$ cat src/rtl/aosc_pkg.sv
package aosc_pkg;
    localparam int DW = 32;
    localparam int AW = 8;
    localparam int ALM_N = 4;
    localparam int DO_N = 4;
    localparam int CH_W = 3;
    localparam int RD_W = 16;
    // Register offsets
    localparam logic [AW-1:0] A_CTRL = 8'h00;
    localparam logic [AW-1:0] A_DOWR = 8'h04;
    localparam logic [AW-1:0] A_SAFE = 8'h08;
    localparam logic [AW-1:0] A_PWRON = 8'h0C;
    localparam logic [AW-1:0] A_COMM = 8'h10;
    localparam logic [AW-1:0] A_COMMACT = 8'h14;
    localparam logic [AW-1:0] A_FMT = 8'h18;
    localparam logic [AW-1:0] A_ALMCLR = 8'h1C;
    localparam logic [AW-1:0] A_ALMSTAT = 8'h20;
    localparam logic [AW-1:0] A_CSEL = 8'h24;
    localparam logic [AW-1:0] A_CDATA = 8'h28;
    localparam logic [AW-1:0] A_CINFO = 8'h2C;
    localparam logic [AW-1:0] A_PSEL = 8'h30;
    localparam logic [2:0] A_ALM_HI = 3'h2;
    // Out-of-range codes
    localparam logic [DW-1:0] OVR_ENG = 32'h0001869F;
    localparam logic [DW-1:0] UND_ENG = 32'hFFFE7961;
    localparam logic [DW-1:0] OVR_PCT = 32'h0001869F;
    localparam logic [DW-1:0] UND_PCT = 32'hFFFE7961;
    localparam logic [DW-1:0] OVR_HEX = 32'h00007FFF;
    localparam logic [DW-1:0] UND_HEX = 32'h00008000;
    localparam logic [1:0] FMT_ENG = 2'h0;
    localparam logic [1:0] FMT_PCT = 2'h1;
    localparam logic [1:0] FMT_HEX = 2'h2;
    // Communication settings
    localparam logic [7:0] COMM_ADDR_DEF = 8'h01;
    localparam logic [7:0] INIT_ADDR = 8'h00;
    localparam logic [2:0] BAUD_9600 = 3'h3;
    localparam logic [2:0] BAUD_DEF = 3'h3;
    localparam logic PROTO_MODBUS = 1'b1;
    localparam logic PROTO_ASCII = 1'b0;
    localparam logic [7:0] MB_FUNC_PROTO = 8'h46;
    localparam logic [7:0] MB_SUB_PROTO = 8'h06;
    localparam logic [7:0] MB_BYTE8_ASCII = 8'h01;
    localparam logic [7:0] PSEL_N_MODBUS = 8'h01;
    localparam int MB_DATA_BITS = 8;
    localparam int MB_STOP_BITS = 1;
    localparam int CLK_HZ = 25_000_000;
    // Frame characters
    localparam logic [7:0] CHR_CR = 8'h0D;
    localparam logic [7:0] CKS_MASK = 8'hFF;
    // Coefficient word layout
    localparam int FLT_SIGN = 31;
    localparam int FLT_EMSB = 30;
    localparam int FLT_ELSB = 23;
    localparam logic [7:0] FLT_BIAS = 8'h7F;
    localparam int COEF_AW = 5;
    localparam int KELVIN_CK = 27315;
    // Alarm configuration and communication register fields
    localparam int AC_EN = 0;
    localparam int AC_LATCH = 1;
    localparam int AC_HIGH = 2;
    localparam int AC_CH_LSB = 4;
    localparam int AC_PORT_LSB = 8;
    localparam int CM_BAUD_LSB = 8;
    localparam int CM_CKS = 12;
    localparam int CM_PROTO = 13;

    typedef enum logic [1:0] {ST_BOOT, ST_SETTLE, ST_LOAD, ST_RUN} aosc_state_t;

    // Clock divider for a Modbus line rate code
    function automatic logic [15:0] aosc_baud_div(input logic [2:0] code);
        int rate;
        case (code)
            3'h0: rate = 1200;
            3'h1: rate = 2400;
            3'h2: rate = 4800;
            3'h3: rate = 9600;
            3'h4: rate = 19200;
            3'h5: rate = 38400;
            3'h6: rate = 57600;
            default: rate = 115200;
        endcase
        return 16'(CLK_HZ / rate);
    endfunction
endpackage

$ cat src/rtl/aosc_coef_mem.sv
`timescale 1ns/1ps
module aosc_coef_mem
    import aosc_pkg::*;
#(
    parameter int AWD = COEF_AW,
    parameter int W   = DW
) (
    input  wire logic           clk_i,
    input  wire logic           we_i,
    input  wire logic [AWD-1:0] addr_i,
    input  wire logic [W-1:0]   wdata_i,
    output logic      [W-1:0]   rdata_o
);
    logic [W-1:0] mem [2**AWD];

    // Write-first storage with registered read
    always_ff @(posedge clk_i) begin
        if (we_i) begin
            mem[addr_i] <= wdata_i;
        end
        rdata_o <= we_i ? wdata_i : mem[addr_i];
    end
endmodule

$ cat src/rtl/aosc_alarm.sv
`timescale 1ns/1ps
module aosc_alarm
    import aosc_pkg::*;
(
    input  wire logic            clk_i,
    input  wire logic            rst_n_i,
    input  wire logic            en_i,
    input  wire logic            latch_i,
    input  wire logic            high_i,
    input  wire logic [CH_W-1:0] chan_i,
    input  wire logic [RD_W-1:0] limit_i,
    input  wire logic            conv_vld_i,
    input  wire logic [CH_W-1:0] conv_ch_i,
    input  wire logic [RD_W-1:0] conv_i,
    input  wire logic            over_i,
    input  wire logic            under_i,
    input  wire logic            clr_i,
    output logic                 stat_d_o,
    output logic                 stat_q_o
);
    logic beyond;
    logic hit;

    // Limit check on a fresh result for this channel
    always_comb begin
        if (high_i) begin
            beyond = over_i || ($signed(conv_i) > $signed(limit_i));
        end else begin
            beyond = under_i || ($signed(conv_i) < $signed(limit_i));
        end
        hit = en_i && conv_vld_i && (conv_ch_i == chan_i);
        stat_d_o = stat_q_o;
        if (!en_i) begin
            stat_d_o = 1'b0;
        end else if (hit && !latch_i) begin
            stat_d_o = beyond;
        end else if (hit && beyond) begin
            stat_d_o = 1'b1;
        end else if (clr_i && latch_i) begin
            stat_d_o = 1'b0;
        end
    end

    // Alarm status flag
    always_ff @(posedge clk_i) begin
        if (!rst_n_i) begin
            stat_q_o <= 1'b0;
        end else begin
            stat_q_o <= stat_d_o;
        end
    end
endmodule

$ cat src/rtl/aosc_top.sv
// Behaviour
// - Out-of-range: +/-9999.9 eng, +/-999.99 percent
// - Hex and Modbus readings: 7FFF over, 8000 under
// - Coefficients are 32-bit single-precision floats
// - Coefficients feed the Steinhart-Hart relation, Kelvin offset; the code only stores and reads them back, KELVIN_CK is unused
// - Watchdog timeout loads safe value to outputs
// - Output writes ignored while timeout status set
// - Power-on loads safe or power-on value
// - Channel readings compared with high/low limits
// - Alarm-assigned ports follow only alarm status
// - Momentary alarm tracks the reading
// - Latched alarm holds until host clears
// - Modbus framing 8N1 at 1200-115200 bps
// - Modbus is the factory-default protocol
// - Function 46h/06h byte8=1 selects ASCII
// - Set-protocol N=1 in INIT selects Modbus
// - INIT start: address 00, 9600, no checksum, ASCII
// - New comm settings apply after power-on
// - Checksum is low byte of character sum
// - Frames end with carriage return
`timescale 1ns/1ps
module aosc_top
    import aosc_pkg::*;
#(
    parameter logic [DO_N-1:0] SAFE_DEF  = '0,
    parameter logic [DO_N-1:0] PWRON_DEF = '0
) (
    input  wire logic            CLK_SYS_I,
    input  wire logic            RST_N_I,
    input  wire logic [AW-1:0]   REG_ADDR_I,
    input  wire logic [DW-1:0]   REG_WDATA_I,
    input  wire logic            REG_WR_I,
    input  wire logic            REG_RD_I,
    output logic      [DW-1:0]   REG_RDATA_O,
    input  wire logic            INIT_SW_I,
    input  wire logic            WDT_TIMEOUT_I,
    input  wire logic            WDT_STATUS_NV_I,
    input  wire logic            CONV_VALID_I,
    input  wire logic [CH_W-1:0] CONV_CHAN_I,
    input  wire logic [RD_W-1:0] CONV_DATA_I,
    input  wire logic            CONV_OVER_I,
    input  wire logic            CONV_UNDER_I,
    output logic                 RD_VALID_O,
    output logic      [DW-1:0]   RD_DATA_O,
    output logic      [DO_N-1:0] DO_O,
    input  wire logic [7:0]      FRM_CHAR_I,
    input  wire logic            FRM_CHAR_VALID_I,
    output logic      [7:0]      FRM_CKSUM_O,
    output logic                 FRM_END_O,
    output logic                 PROTO_MODBUS_O,
    output logic      [7:0]      COMM_ADDR_O,
    output logic      [15:0]     BAUD_DIV_O,
    output logic                 CKSUM_EN_O,
    output logic                 INIT_MODE_O
);
    aosc_state_t      st_q;
    logic [1:0]       init_sync_q;
    logic             wdt_q;
    logic [DO_N-1:0]  do_val_q;
    logic [DO_N-1:0]  safe_q;
    logic [DO_N-1:0]  pwron_q;
    logic [7:0]       cm_addr_q  = COMM_ADDR_DEF;
    logic [2:0]       cm_baud_q  = BAUD_DEF;
    logic             cm_cks_q   = 1'b0;
    logic             cm_proto_q = PROTO_MODBUS;
    logic [1:0]       fmt_q;
    logic [COEF_AW-1:0] csel_q;
    logic [RD_W-1:0]  lim_q [ALM_N];
    logic [11:0]      cfg_q [ALM_N];
    logic [ALM_N-1:0] stat_d;
    logic [ALM_N-1:0] stat_q;
    logic [DW-1:0]    coef_rd;
    logic [7:0]       cks_q;
    logic [DW-1:0]    rdata_d;
    logic             wr_ctrl;
    logic             wr_do;
    logic             wr_comm;
    logic             wr_psel;
    logic             wr_clr;
    logic             wr_csel;
    logic             wr_cdata;
    logic             alm_sel;
    logic [1:0]       alm_idx;

    // Reading code with out-of-range substitution
    function automatic logic [DW-1:0] rd_code(input logic ovr, input logic und,
                                              input logic [1:0] fmt, input logic mb,
                                              input logic [RD_W-1:0] d);
        logic hex;
        hex = mb || (fmt == FMT_HEX);
        if (ovr) begin
            rd_code = hex ? OVR_HEX : (fmt == FMT_PCT) ? OVR_PCT : OVR_ENG;
        end else if (und) begin
            rd_code = hex ? UND_HEX : (fmt == FMT_PCT) ? UND_PCT : UND_ENG;
        end else if (hex) begin
            rd_code = {{(DW-RD_W){1'b0}}, d};
        end else begin
            rd_code = {{(DW-RD_W){d[RD_W-1]}}, d};
        end
    endfunction

    // Sign and unbiased exponent of a float word
    function automatic logic [DW-1:0] flt_info(input logic [DW-1:0] f);
        logic [7:0] e;
        e = f[FLT_EMSB:FLT_ELSB] - FLT_BIAS;
        flt_info = {f[FLT_SIGN], {(DW-9){1'b0}}, e};
    endfunction

    // Register write decode
    always_comb begin
        alm_sel  = (REG_ADDR_I[AW-1:5] == A_ALM_HI);
        alm_idx  = REG_ADDR_I[4:3];
        wr_ctrl  = REG_WR_I && (REG_ADDR_I == A_CTRL);
        wr_do    = REG_WR_I && (REG_ADDR_I == A_DOWR);
        wr_comm  = REG_WR_I && (REG_ADDR_I == A_COMM);
        wr_psel  = REG_WR_I && (REG_ADDR_I == A_PSEL);
        wr_clr   = REG_WR_I && (REG_ADDR_I == A_ALMCLR);
        wr_csel  = REG_WR_I && (REG_ADDR_I == A_CSEL);
        wr_cdata = REG_WR_I && (REG_ADDR_I == A_CDATA);
    end

    // Recovery switch synchroniser
    always_ff @(posedge CLK_SYS_I) begin
        if (!RST_N_I) begin
            init_sync_q <= '0;
        end else begin
            init_sync_q <= {init_sync_q[0], INIT_SW_I};
        end
    end

    // Start-up sequencer: settle switch, load, run
    always_ff @(posedge CLK_SYS_I) begin
        if (!RST_N_I) begin
            st_q <= ST_BOOT;
        end else begin
            case (st_q)
                ST_BOOT:   st_q <= ST_SETTLE;
                ST_SETTLE: st_q <= ST_LOAD;
                ST_LOAD:   st_q <= ST_RUN;
                default:   st_q <= ST_RUN;
            endcase
        end
    end

    // Active communication settings, taken only at start-up
    always_ff @(posedge CLK_SYS_I) begin
        if (!RST_N_I) begin
            INIT_MODE_O    <= 1'b0;
            PROTO_MODBUS_O <= PROTO_MODBUS;
            COMM_ADDR_O    <= COMM_ADDR_DEF;
            BAUD_DIV_O     <= aosc_baud_div(BAUD_DEF);
            CKSUM_EN_O     <= 1'b0;
        end else if (st_q == ST_LOAD) begin
            INIT_MODE_O <= init_sync_q[1];
            if (init_sync_q[1]) begin
                PROTO_MODBUS_O <= PROTO_ASCII;
                COMM_ADDR_O    <= INIT_ADDR;
                BAUD_DIV_O     <= aosc_baud_div(BAUD_9600);
                CKSUM_EN_O     <= 1'b0;
            end else begin
                PROTO_MODBUS_O <= cm_proto_q;
                COMM_ADDR_O    <= cm_addr_q;
                BAUD_DIV_O     <= aosc_baud_div(cm_baud_q);
                CKSUM_EN_O     <= cm_cks_q;
            end
        end
    end

    // Stored communication settings and protocol selection
    always_ff @(posedge CLK_SYS_I) begin
        if (!RST_N_I) begin
            // Nonvolatile: power-on reset keeps what the host stored
        end else if (wr_comm) begin
            cm_addr_q <= REG_WDATA_I[7:0];
            cm_baud_q <= REG_WDATA_I[CM_BAUD_LSB +: 3];
            cm_cks_q  <= REG_WDATA_I[CM_CKS];
        end else if (wr_psel && REG_WDATA_I[24]) begin
            if (REG_WDATA_I[23:16] == PSEL_N_MODBUS && INIT_MODE_O) begin
                cm_proto_q <= PROTO_MODBUS;
            end
        end else if (wr_psel) begin
            if (REG_WDATA_I[7:0] == MB_FUNC_PROTO && REG_WDATA_I[15:8] == MB_SUB_PROTO
                && REG_WDATA_I[23:16] == MB_BYTE8_ASCII) begin
                cm_proto_q <= PROTO_ASCII;
            end
        end
    end

    // Host watchdog timeout status, set wins over clear
    always_ff @(posedge CLK_SYS_I) begin
        if (!RST_N_I) begin
            wdt_q <= 1'b0;
        end else if (st_q == ST_LOAD) begin
            wdt_q <= WDT_STATUS_NV_I || WDT_TIMEOUT_I;
        end else if (WDT_TIMEOUT_I) begin
            wdt_q <= 1'b1;
        end else if (wr_ctrl && REG_WDATA_I[0]) begin
            wdt_q <= 1'b0;
        end
    end

    // Safe and power-on values
    always_ff @(posedge CLK_SYS_I) begin
        if (!RST_N_I) begin
            safe_q  <= SAFE_DEF;
            pwron_q <= PWRON_DEF;
        end else begin
            if (REG_WR_I && REG_ADDR_I == A_SAFE) begin
                safe_q <= REG_WDATA_I[DO_N-1:0];
            end
            if (REG_WR_I && REG_ADDR_I == A_PWRON) begin
                pwron_q <= REG_WDATA_I[DO_N-1:0];
            end
        end
    end

    // Host-owned output value
    always_ff @(posedge CLK_SYS_I) begin
        if (!RST_N_I) begin
            do_val_q <= '0;
        end else if (st_q == ST_LOAD) begin
            do_val_q <= WDT_STATUS_NV_I ? safe_q : pwron_q;
        end else if (WDT_TIMEOUT_I) begin
            do_val_q <= safe_q;
        end else if (wr_do && !wdt_q) begin
            do_val_q <= REG_WDATA_I[DO_N-1:0];
        end
    end

    // Data format and coefficient select
    always_ff @(posedge CLK_SYS_I) begin
        if (!RST_N_I) begin
            fmt_q  <= FMT_ENG;
            csel_q <= '0;
        end else begin
            if (REG_WR_I && REG_ADDR_I == A_FMT) begin
                fmt_q <= REG_WDATA_I[1:0];
            end
            if (wr_csel) begin
                csel_q <= REG_WDATA_I[COEF_AW-1:0];
            end
        end
    end

    // Alarm limits and configuration
    always_ff @(posedge CLK_SYS_I) begin
        if (!RST_N_I) begin
            for (int i = 0; i < ALM_N; i++) begin
                lim_q[i] <= '0;
                cfg_q[i] <= '0;
            end
        end else if (REG_WR_I && alm_sel && !REG_ADDR_I[2]) begin
            lim_q[alm_idx] <= REG_WDATA_I[RD_W-1:0];
        end else if (REG_WR_I && alm_sel) begin
            cfg_q[alm_idx] <= REG_WDATA_I[11:0];
        end
    end

    // One limit checker per alarm
    for (genvar g = 0; g < ALM_N; g++) begin : g_alm
        aosc_alarm u_alm (
            .clk_i      (CLK_SYS_I),
            .rst_n_i    (RST_N_I),
            .en_i       (cfg_q[g][AC_EN]),
            .latch_i    (cfg_q[g][AC_LATCH]),
            .high_i     (cfg_q[g][AC_HIGH]),
            .chan_i     (cfg_q[g][AC_CH_LSB +: CH_W]),
            .limit_i    (lim_q[g]),
            .conv_vld_i (CONV_VALID_I),
            .conv_ch_i  (CONV_CHAN_I),
            .conv_i     (CONV_DATA_I),
            .over_i     (CONV_OVER_I),
            .under_i    (CONV_UNDER_I),
            .clr_i      (wr_clr && REG_WDATA_I[g]),
            .stat_d_o   (stat_d[g]),
            .stat_q_o   (stat_q[g])
        );
    end

    // Output ports: alarm-owned ports follow alarm status only
    always_ff @(posedge CLK_SYS_I) begin
        if (!RST_N_I) begin
            DO_O <= '0;
        end else begin
            for (int p = 0; p < DO_N; p++) begin
                logic own;
                logic lvl;
                own = 1'b0;
                lvl = 1'b0;
                for (int a = 0; a < ALM_N; a++) begin
                    if (cfg_q[a][AC_EN] && cfg_q[a][AC_PORT_LSB +: 3] == 3'(p)) begin
                        own = 1'b1;
                        lvl = lvl | stat_d[a];
                    end
                end
                DO_O[p] <= own ? lvl : do_val_q[p];
            end
        end
    end

    // Reading delivery with out-of-range codes
    always_ff @(posedge CLK_SYS_I) begin
        if (!RST_N_I) begin
            RD_VALID_O <= 1'b0;
            RD_DATA_O  <= '0;
        end else begin
            RD_VALID_O <= CONV_VALID_I;
            if (CONV_VALID_I) begin
                RD_DATA_O <= rd_code(CONV_OVER_I, CONV_UNDER_I, fmt_q,
                                     PROTO_MODBUS_O, CONV_DATA_I);
            end
        end
    end

    // Frame checksum accumulator, closed by carriage return
    always_ff @(posedge CLK_SYS_I) begin
        if (!RST_N_I) begin
            cks_q       <= '0;
            FRM_CKSUM_O <= '0;
            FRM_END_O   <= 1'b0;
        end else begin
            FRM_END_O <= 1'b0;
            if (FRM_CHAR_VALID_I && FRM_CHAR_I == CHR_CR) begin
                FRM_CKSUM_O <= cks_q & CKS_MASK;
                FRM_END_O   <= 1'b1;
                cks_q       <= '0;
            end else if (FRM_CHAR_VALID_I) begin
                cks_q <= 8'(cks_q + FRM_CHAR_I);
            end
        end
    end

    // Coefficient store for user-defined Steinhart-Hart types
    aosc_coef_mem u_coef (
        .clk_i   (CLK_SYS_I),
        .we_i    (wr_cdata),
        .addr_i  (wr_csel ? REG_WDATA_I[COEF_AW-1:0] : csel_q),
        .wdata_i (REG_WDATA_I),
        .rdata_o (coef_rd)
    );

    // Register read mux
    always_comb begin
        rdata_d = '0;
        if (REG_ADDR_I == A_CTRL) begin
            rdata_d = {29'h0, PROTO_MODBUS_O, INIT_MODE_O, wdt_q};
        end else if (REG_ADDR_I == A_DOWR) begin
            rdata_d = {{(DW-DO_N){1'b0}}, DO_O};
        end else if (REG_ADDR_I == A_SAFE) begin
            rdata_d = {{(DW-DO_N){1'b0}}, safe_q};
        end else if (REG_ADDR_I == A_PWRON) begin
            rdata_d = {{(DW-DO_N){1'b0}}, pwron_q};
        end else if (REG_ADDR_I == A_COMM) begin
            rdata_d = {18'h0, cm_proto_q, cm_cks_q, 1'b0, cm_baud_q, cm_addr_q};
        end else if (REG_ADDR_I == A_COMMACT) begin
            rdata_d = {BAUD_DIV_O, 2'h0, PROTO_MODBUS_O, CKSUM_EN_O, 4'h0, COMM_ADDR_O};
        end else if (REG_ADDR_I == A_FMT) begin
            rdata_d = {30'h0, fmt_q};
        end else if (REG_ADDR_I == A_ALMSTAT) begin
            rdata_d = {{(DW-ALM_N){1'b0}}, stat_q};
        end else if (REG_ADDR_I == A_CSEL) begin
            rdata_d = {{(DW-COEF_AW){1'b0}}, csel_q};
        end else if (REG_ADDR_I == A_CDATA) begin
            rdata_d = coef_rd;
        end else if (REG_ADDR_I == A_CINFO) begin
            rdata_d = flt_info(coef_rd);
        end else if (alm_sel && !REG_ADDR_I[2]) begin
            rdata_d = {{(DW-RD_W){1'b0}}, lim_q[alm_idx]};
        end else if (alm_sel) begin
            rdata_d = {20'h0, cfg_q[alm_idx]};
        end
    end

    // Read data valid only in the cycle after the strobe
    always_ff @(posedge CLK_SYS_I) begin
        if (!RST_N_I) begin
            REG_RDATA_O <= '0;
        end else begin
            REG_RDATA_O <= REG_RD_I ? rdata_d : '0;
        end
    end
endmodule

$ cat config.mk
export PLATFORM = sky130hd
export DESIGN_NAME = aosc_top
export DESIGN_NICKNAME = d
export VERILOG_FILES = /design/src/rtl/aosc_pkg.sv /design/src/rtl/aosc_coef_mem.sv /design/src/rtl/aosc_alarm.sv /design/src/rtl/aosc_top.sv
export SDC_FILE = /design/constraint.sdc
export NUM_CORES = 1
export LEC_CHECK = 0
export BUFFER_PORTS_ARGS = -buffer_cell sky130_fd_sc_hd__buf_4
export CAP_MARGIN = 0
export CORE_AREA = 2 2 484 366
export CTS_CLUSTER_DIAMETER = 100
export DETAILED_ROUTE_END_ITERATION = 8
export DIE_AREA = 0 0 486 368
export REMOVE_ABC_BUFFERS = 1
export SETUP_SLACK_MARGIN = 0.3
export SYNTH_ARGS = -nofsm -noshare
export SYNTH_HDL_FRONTEND = slang
export SYNTH_SLANG_ARGS = --single-unit
$ cat constraint.sdc
create_clock -name CLK_SYS_I -period 41.5 [get_ports CLK_SYS_I]
set_input_delay 6.225 -clock CLK_SYS_I [delete_from_list [all_inputs] [get_ports CLK_SYS_I]]
set_output_delay 6.225 -clock CLK_SYS_I [all_outputs]
set_load 0.02 [all_outputs]
==> summary.md <==
| Metric | Value |
|---|---|
| Status | `finished clean` |
| Die area | `179000 sq um` |
| Total routed wirelength | `238 mm` |
| Peak VDD IR | `51.4 uV` |
| Clock power share | `0.301` |
| Placed cell count | `7968` |
| ANT cells | `0` |
| Clock Skew | `0.0407 ns` |
| Pleak | `28.2 nW` |
| Non-Filler Instances | `8272` |
| Slowest CP cell | `or4b_1` |
| CTS tree | `built` |
| Max-slew headroom | `0.201` |
| Final setup margin | `2.19 ns` |
| Comb pwr share | `0.343` |
| Most frequent cell after synthesis | `edfxtp_1` |
| Die height | `368 um` |
| DRC violations left | `0` |
| Vias | `51200` |
| Post-synth top area cell | `edfxtp_1` |
| Worst Setup Start Kind | `flop` |
| Met3 global-route usage | `0.0437` |
| Crit Path Category | `flop to flop` |
| Via/cell ratio | `6.18` |
| Vias in the first global route | `48300` |
| Routability cong. | `0.984` |
| Final setup fails | `0` |
| TritonRoute pass-1 iters | `6` |
| EDFF count, synth | `1149` |
| Worst slew pin tran | `1.20 ns` |
| Max-cap viol count | `0` |
| Detail Route Antenna Nets | `0` |
| Period utilization | `0.947` |
| Post-synthesis average cell area | `12.7 sq um` |
| Max-slew violations | `0` |
| Mapped cell area | `69400 sq um` |
| Clock latency on the worst-skew pair | `0.78 ns` |
| Clock transition at path regs | `0.06 ns` |
| Top FF cell, synth | `edfxtp_1` |
| Total grt overflow | `0` |
| Worst-path maximum fanout | `26` |
| Root buffer cell | `clkbuf_16` |
| Synth warnings | `0` |
| Most used routing layer | `met2` |
| Synthesized instance count | `5477` |
| Share of cells above drive strength 1 | `0.240` |
| Synth top area share | `0.497` |
| Top delay family on crit path | `compound AO/OA/AOI/OAI gates` |
| Crit path DAT | `39.94 ns` |
| Buffers added on ports | `182` |
| Sequential group share of total power | `0.355` |
| Netlist cell types | `137` |
| Hold Path Class | `flop to flop` |
| RSZ-0062 raised after global routing | `no` |
| Register area share after synthesis | `0.535` |
| Ys async rst share | `0` |
| Overall Global Routing Usage | `0.260` |
| Switching Share | `0.350` |
| Pwr Density | `49.6 nW/um^2` |
| Initial Utilization | `0.398` |
| Buf+Inv Stages, Crit Path | `16` |
| Sw power | `0.00140 W` |
| Req. time, crit path | `42.14 ns` |
| Most frequent CP cell | `ha_1` |
| Antenna violations before repair | `8` |
| Global-route wire length before repair | `343 mm` |
| GR Layer Usage met2 | `0.393` |
| Int Pwr | `0.00261 W` |
| Commonest cells in the netlist | `1149 x edfxtp_1, 460 x nor2_1, 357 x nand2_1, 348 x mux4_2, 337 x a21oi_1` |
| CTS buffer count | `132` |
| Layout net count | `6214` |
| Area of the core | `174000 sq um` |
| Die Wd | `486 um` |
| Row count | `133` |
| Hold Worst Slack | `0.432 ns` |
| Synth area leaders | `edfxtp_1 50%, mux4_2 11%, ha_1 4.7%` |
| Largest net degree at the start of global routing | `64` |
| Pre-CTS setup slack | `-0.749 ns` |
| Ports | `183` |
| Yosys reg bits | `1281` |
| Clk sink count | `1281` |
| H-tree levels | `4` |
| Iteration-0 DRC Markers | `6819` |
| HPWL Detailed | `159 mm` |
| CTS Buffer Depth | `3` |
| CP endpoint kind | `flop` |
| Hold Vio Cnt, Final | `0` |
| Minimum clock period | `39.31 ns` |
| Area Overhead vs Synth | `16.4%` |
| Max incr delay on CP | `0.50 ns` |
| Fmax | `25.4 MHz` |
| Met1 Use GR | `0.382` |
| Wire per inst | `28.8 um` |
[area by class of cell]
class,count,area [sq um]
multi-input cells,3738,31700
fillers,15500,93400
repair buffers,521,3980
clock inverters,74,862
inverters,197,739
flip-flops and latches,1281,37200
well taps,2295,2870
clock buffers,166,3520
[layout by cell type (no fill, tap or decap), types with 23 or more instances in the layout]
| cell type | instances |
|---|---|
| nor3b_1 | 26 |
| nor2_4 | 42 |
| mux2_2 | 44 |
| nand4_1 | 59 |
| o21ai_0 | 185 |
| mux4_2 | 348 |
| a21oi_1 | 308 |
| or3_1 | 29 |
| ha_1 | 235 |
| a21oi_2 | 29 |
| a31oi_1 | 45 |
| inv_1 | 187 |
| o31ai_1 | 23 |
| xor2_1 | 70 |
| a211oi_1 | 39 |
| o21ai_1 | 36 |
| o211ai_1 | 47 |
| nor3_1 | 79 |
| xnor2_1 | 120 |
| o21a_1 | 43 |
| a22oi_1 | 23 |
| clkbuf_16 | 133 |
| nor2b_1 | 49 |
| and3_1 | 54 |
| buf_4 | 509 |
| edfxtp_1 | 1149 |
| nor2_1 | 412 |
| a21o_1 | 102 |
| and2_1 | 70 |
| nand3_1 | 136 |
| clkbuf_1 | 26 |
| mux2i_1 | 88 |
| dfxtp_1 | 127 |
| nand2_1 | 350 |
| nand2b_1 | 86 |
[state kept, by name, summed over array words and instances, names as in the netlist, 2 cells and up, named ones only]
signal,flops
do_val_q,4
st_q,2
cm_baud_q,3
cfg_q,48
cm_addr_q,8
csel_q,5
safe_q,4
u_coef.mem,1024
DO_O,4
fmt_q,2
FRM_CKSUM_O,8
init_sync_q,2
pwron_q,4
BAUD_DIV_O,16
lim_q,64
cks_q,8
RD_DATA_O,18
COMM_ADDR_O,8
REG_RDATA_O,32
g_alm.u_alm.stat_q_o,4
[metal layers]
| layer | share of wire | wire length [um] | vias to the layer above |
|---|---|---|---|
| met5 | 0.00016 | 37 | - |
| met4 | 0.031 | 7410 | 6 |
| met3 | 0.090 | 21600 | 380 |
| met2 | 0.44 | 106000 | 2739 |
| met1 | 0.43 | 104000 | 25900 |
| li1 | - | - | 22100 |
[power groups by stage]
stage	Clock, W	Sequential (W)	Combinational, W
2_1_floorplan	0	0.00145	0.000834
3_3_place_gp	0	0.00145	0.00126
3_5_place_dp	0	0.00145	0.00125
4_1_cts	0.00122	0.00142	0.00127
5_1_grt	0.00127	0.00142	0.00146
6_report	0.00121	0.00142	0.00138
[repair_timing]
| action | in CTS | in global routing |
|---|---|---|
| gates cloned | 0 | 3 |
| setup endpoints to repair | 1 | 3 |
| hold buffers | 0 | 0 |
| setup buffers | 6 | 55 |
| gates resized for setup | 20 | 215 |
| pin swaps | 1 | 71 |
[kinds of logic after synthesis]
family                     share of synthesized area
AOI/OAI and AO/OA                              0.117
buffers and inverters                         0.0269
adders and majority gates                     0.0481
xor gates and xnor gates                      0.0248
DFF                                            0.535
other                                       0.000108
muxes                                          0.135
and+or+nand+nor                                0.113
[path summary, 6_finish.rpt]
| path | cells after the start | endpoint | from | slack [ns] |
|---|---|---|---|---|
| hold / removal | 1 | init_sync_q[1] | init_sync_q[0] | 0.43 |
| hold reg to reg | 1 | init_sync_q[1] | init_sync_q[0] | 0.43 |
| setup / recovery | 204 | BAUD_DIV_O[0] | cm_baud_q[0] | 2.19 |
| setup reg to reg | 204 | BAUD_DIV_O[0] | cm_baud_q[0] | 2.19 |
[stage by stage]
step                TNS (ns)  total power (W)  utilization  area [sq um]
floorplan              -3.88          0.00229            -         68300
global placement     -0.0689          0.00271        0.430         74900
detailed placement    -0.749          0.00271        0.430         74900
CTS                        0          0.00391        0.456         79400
finish                     0          0.00401        0.464         80800
global route               0          0.00416        0.464         80800
Power figures use the tool's default switching activity.
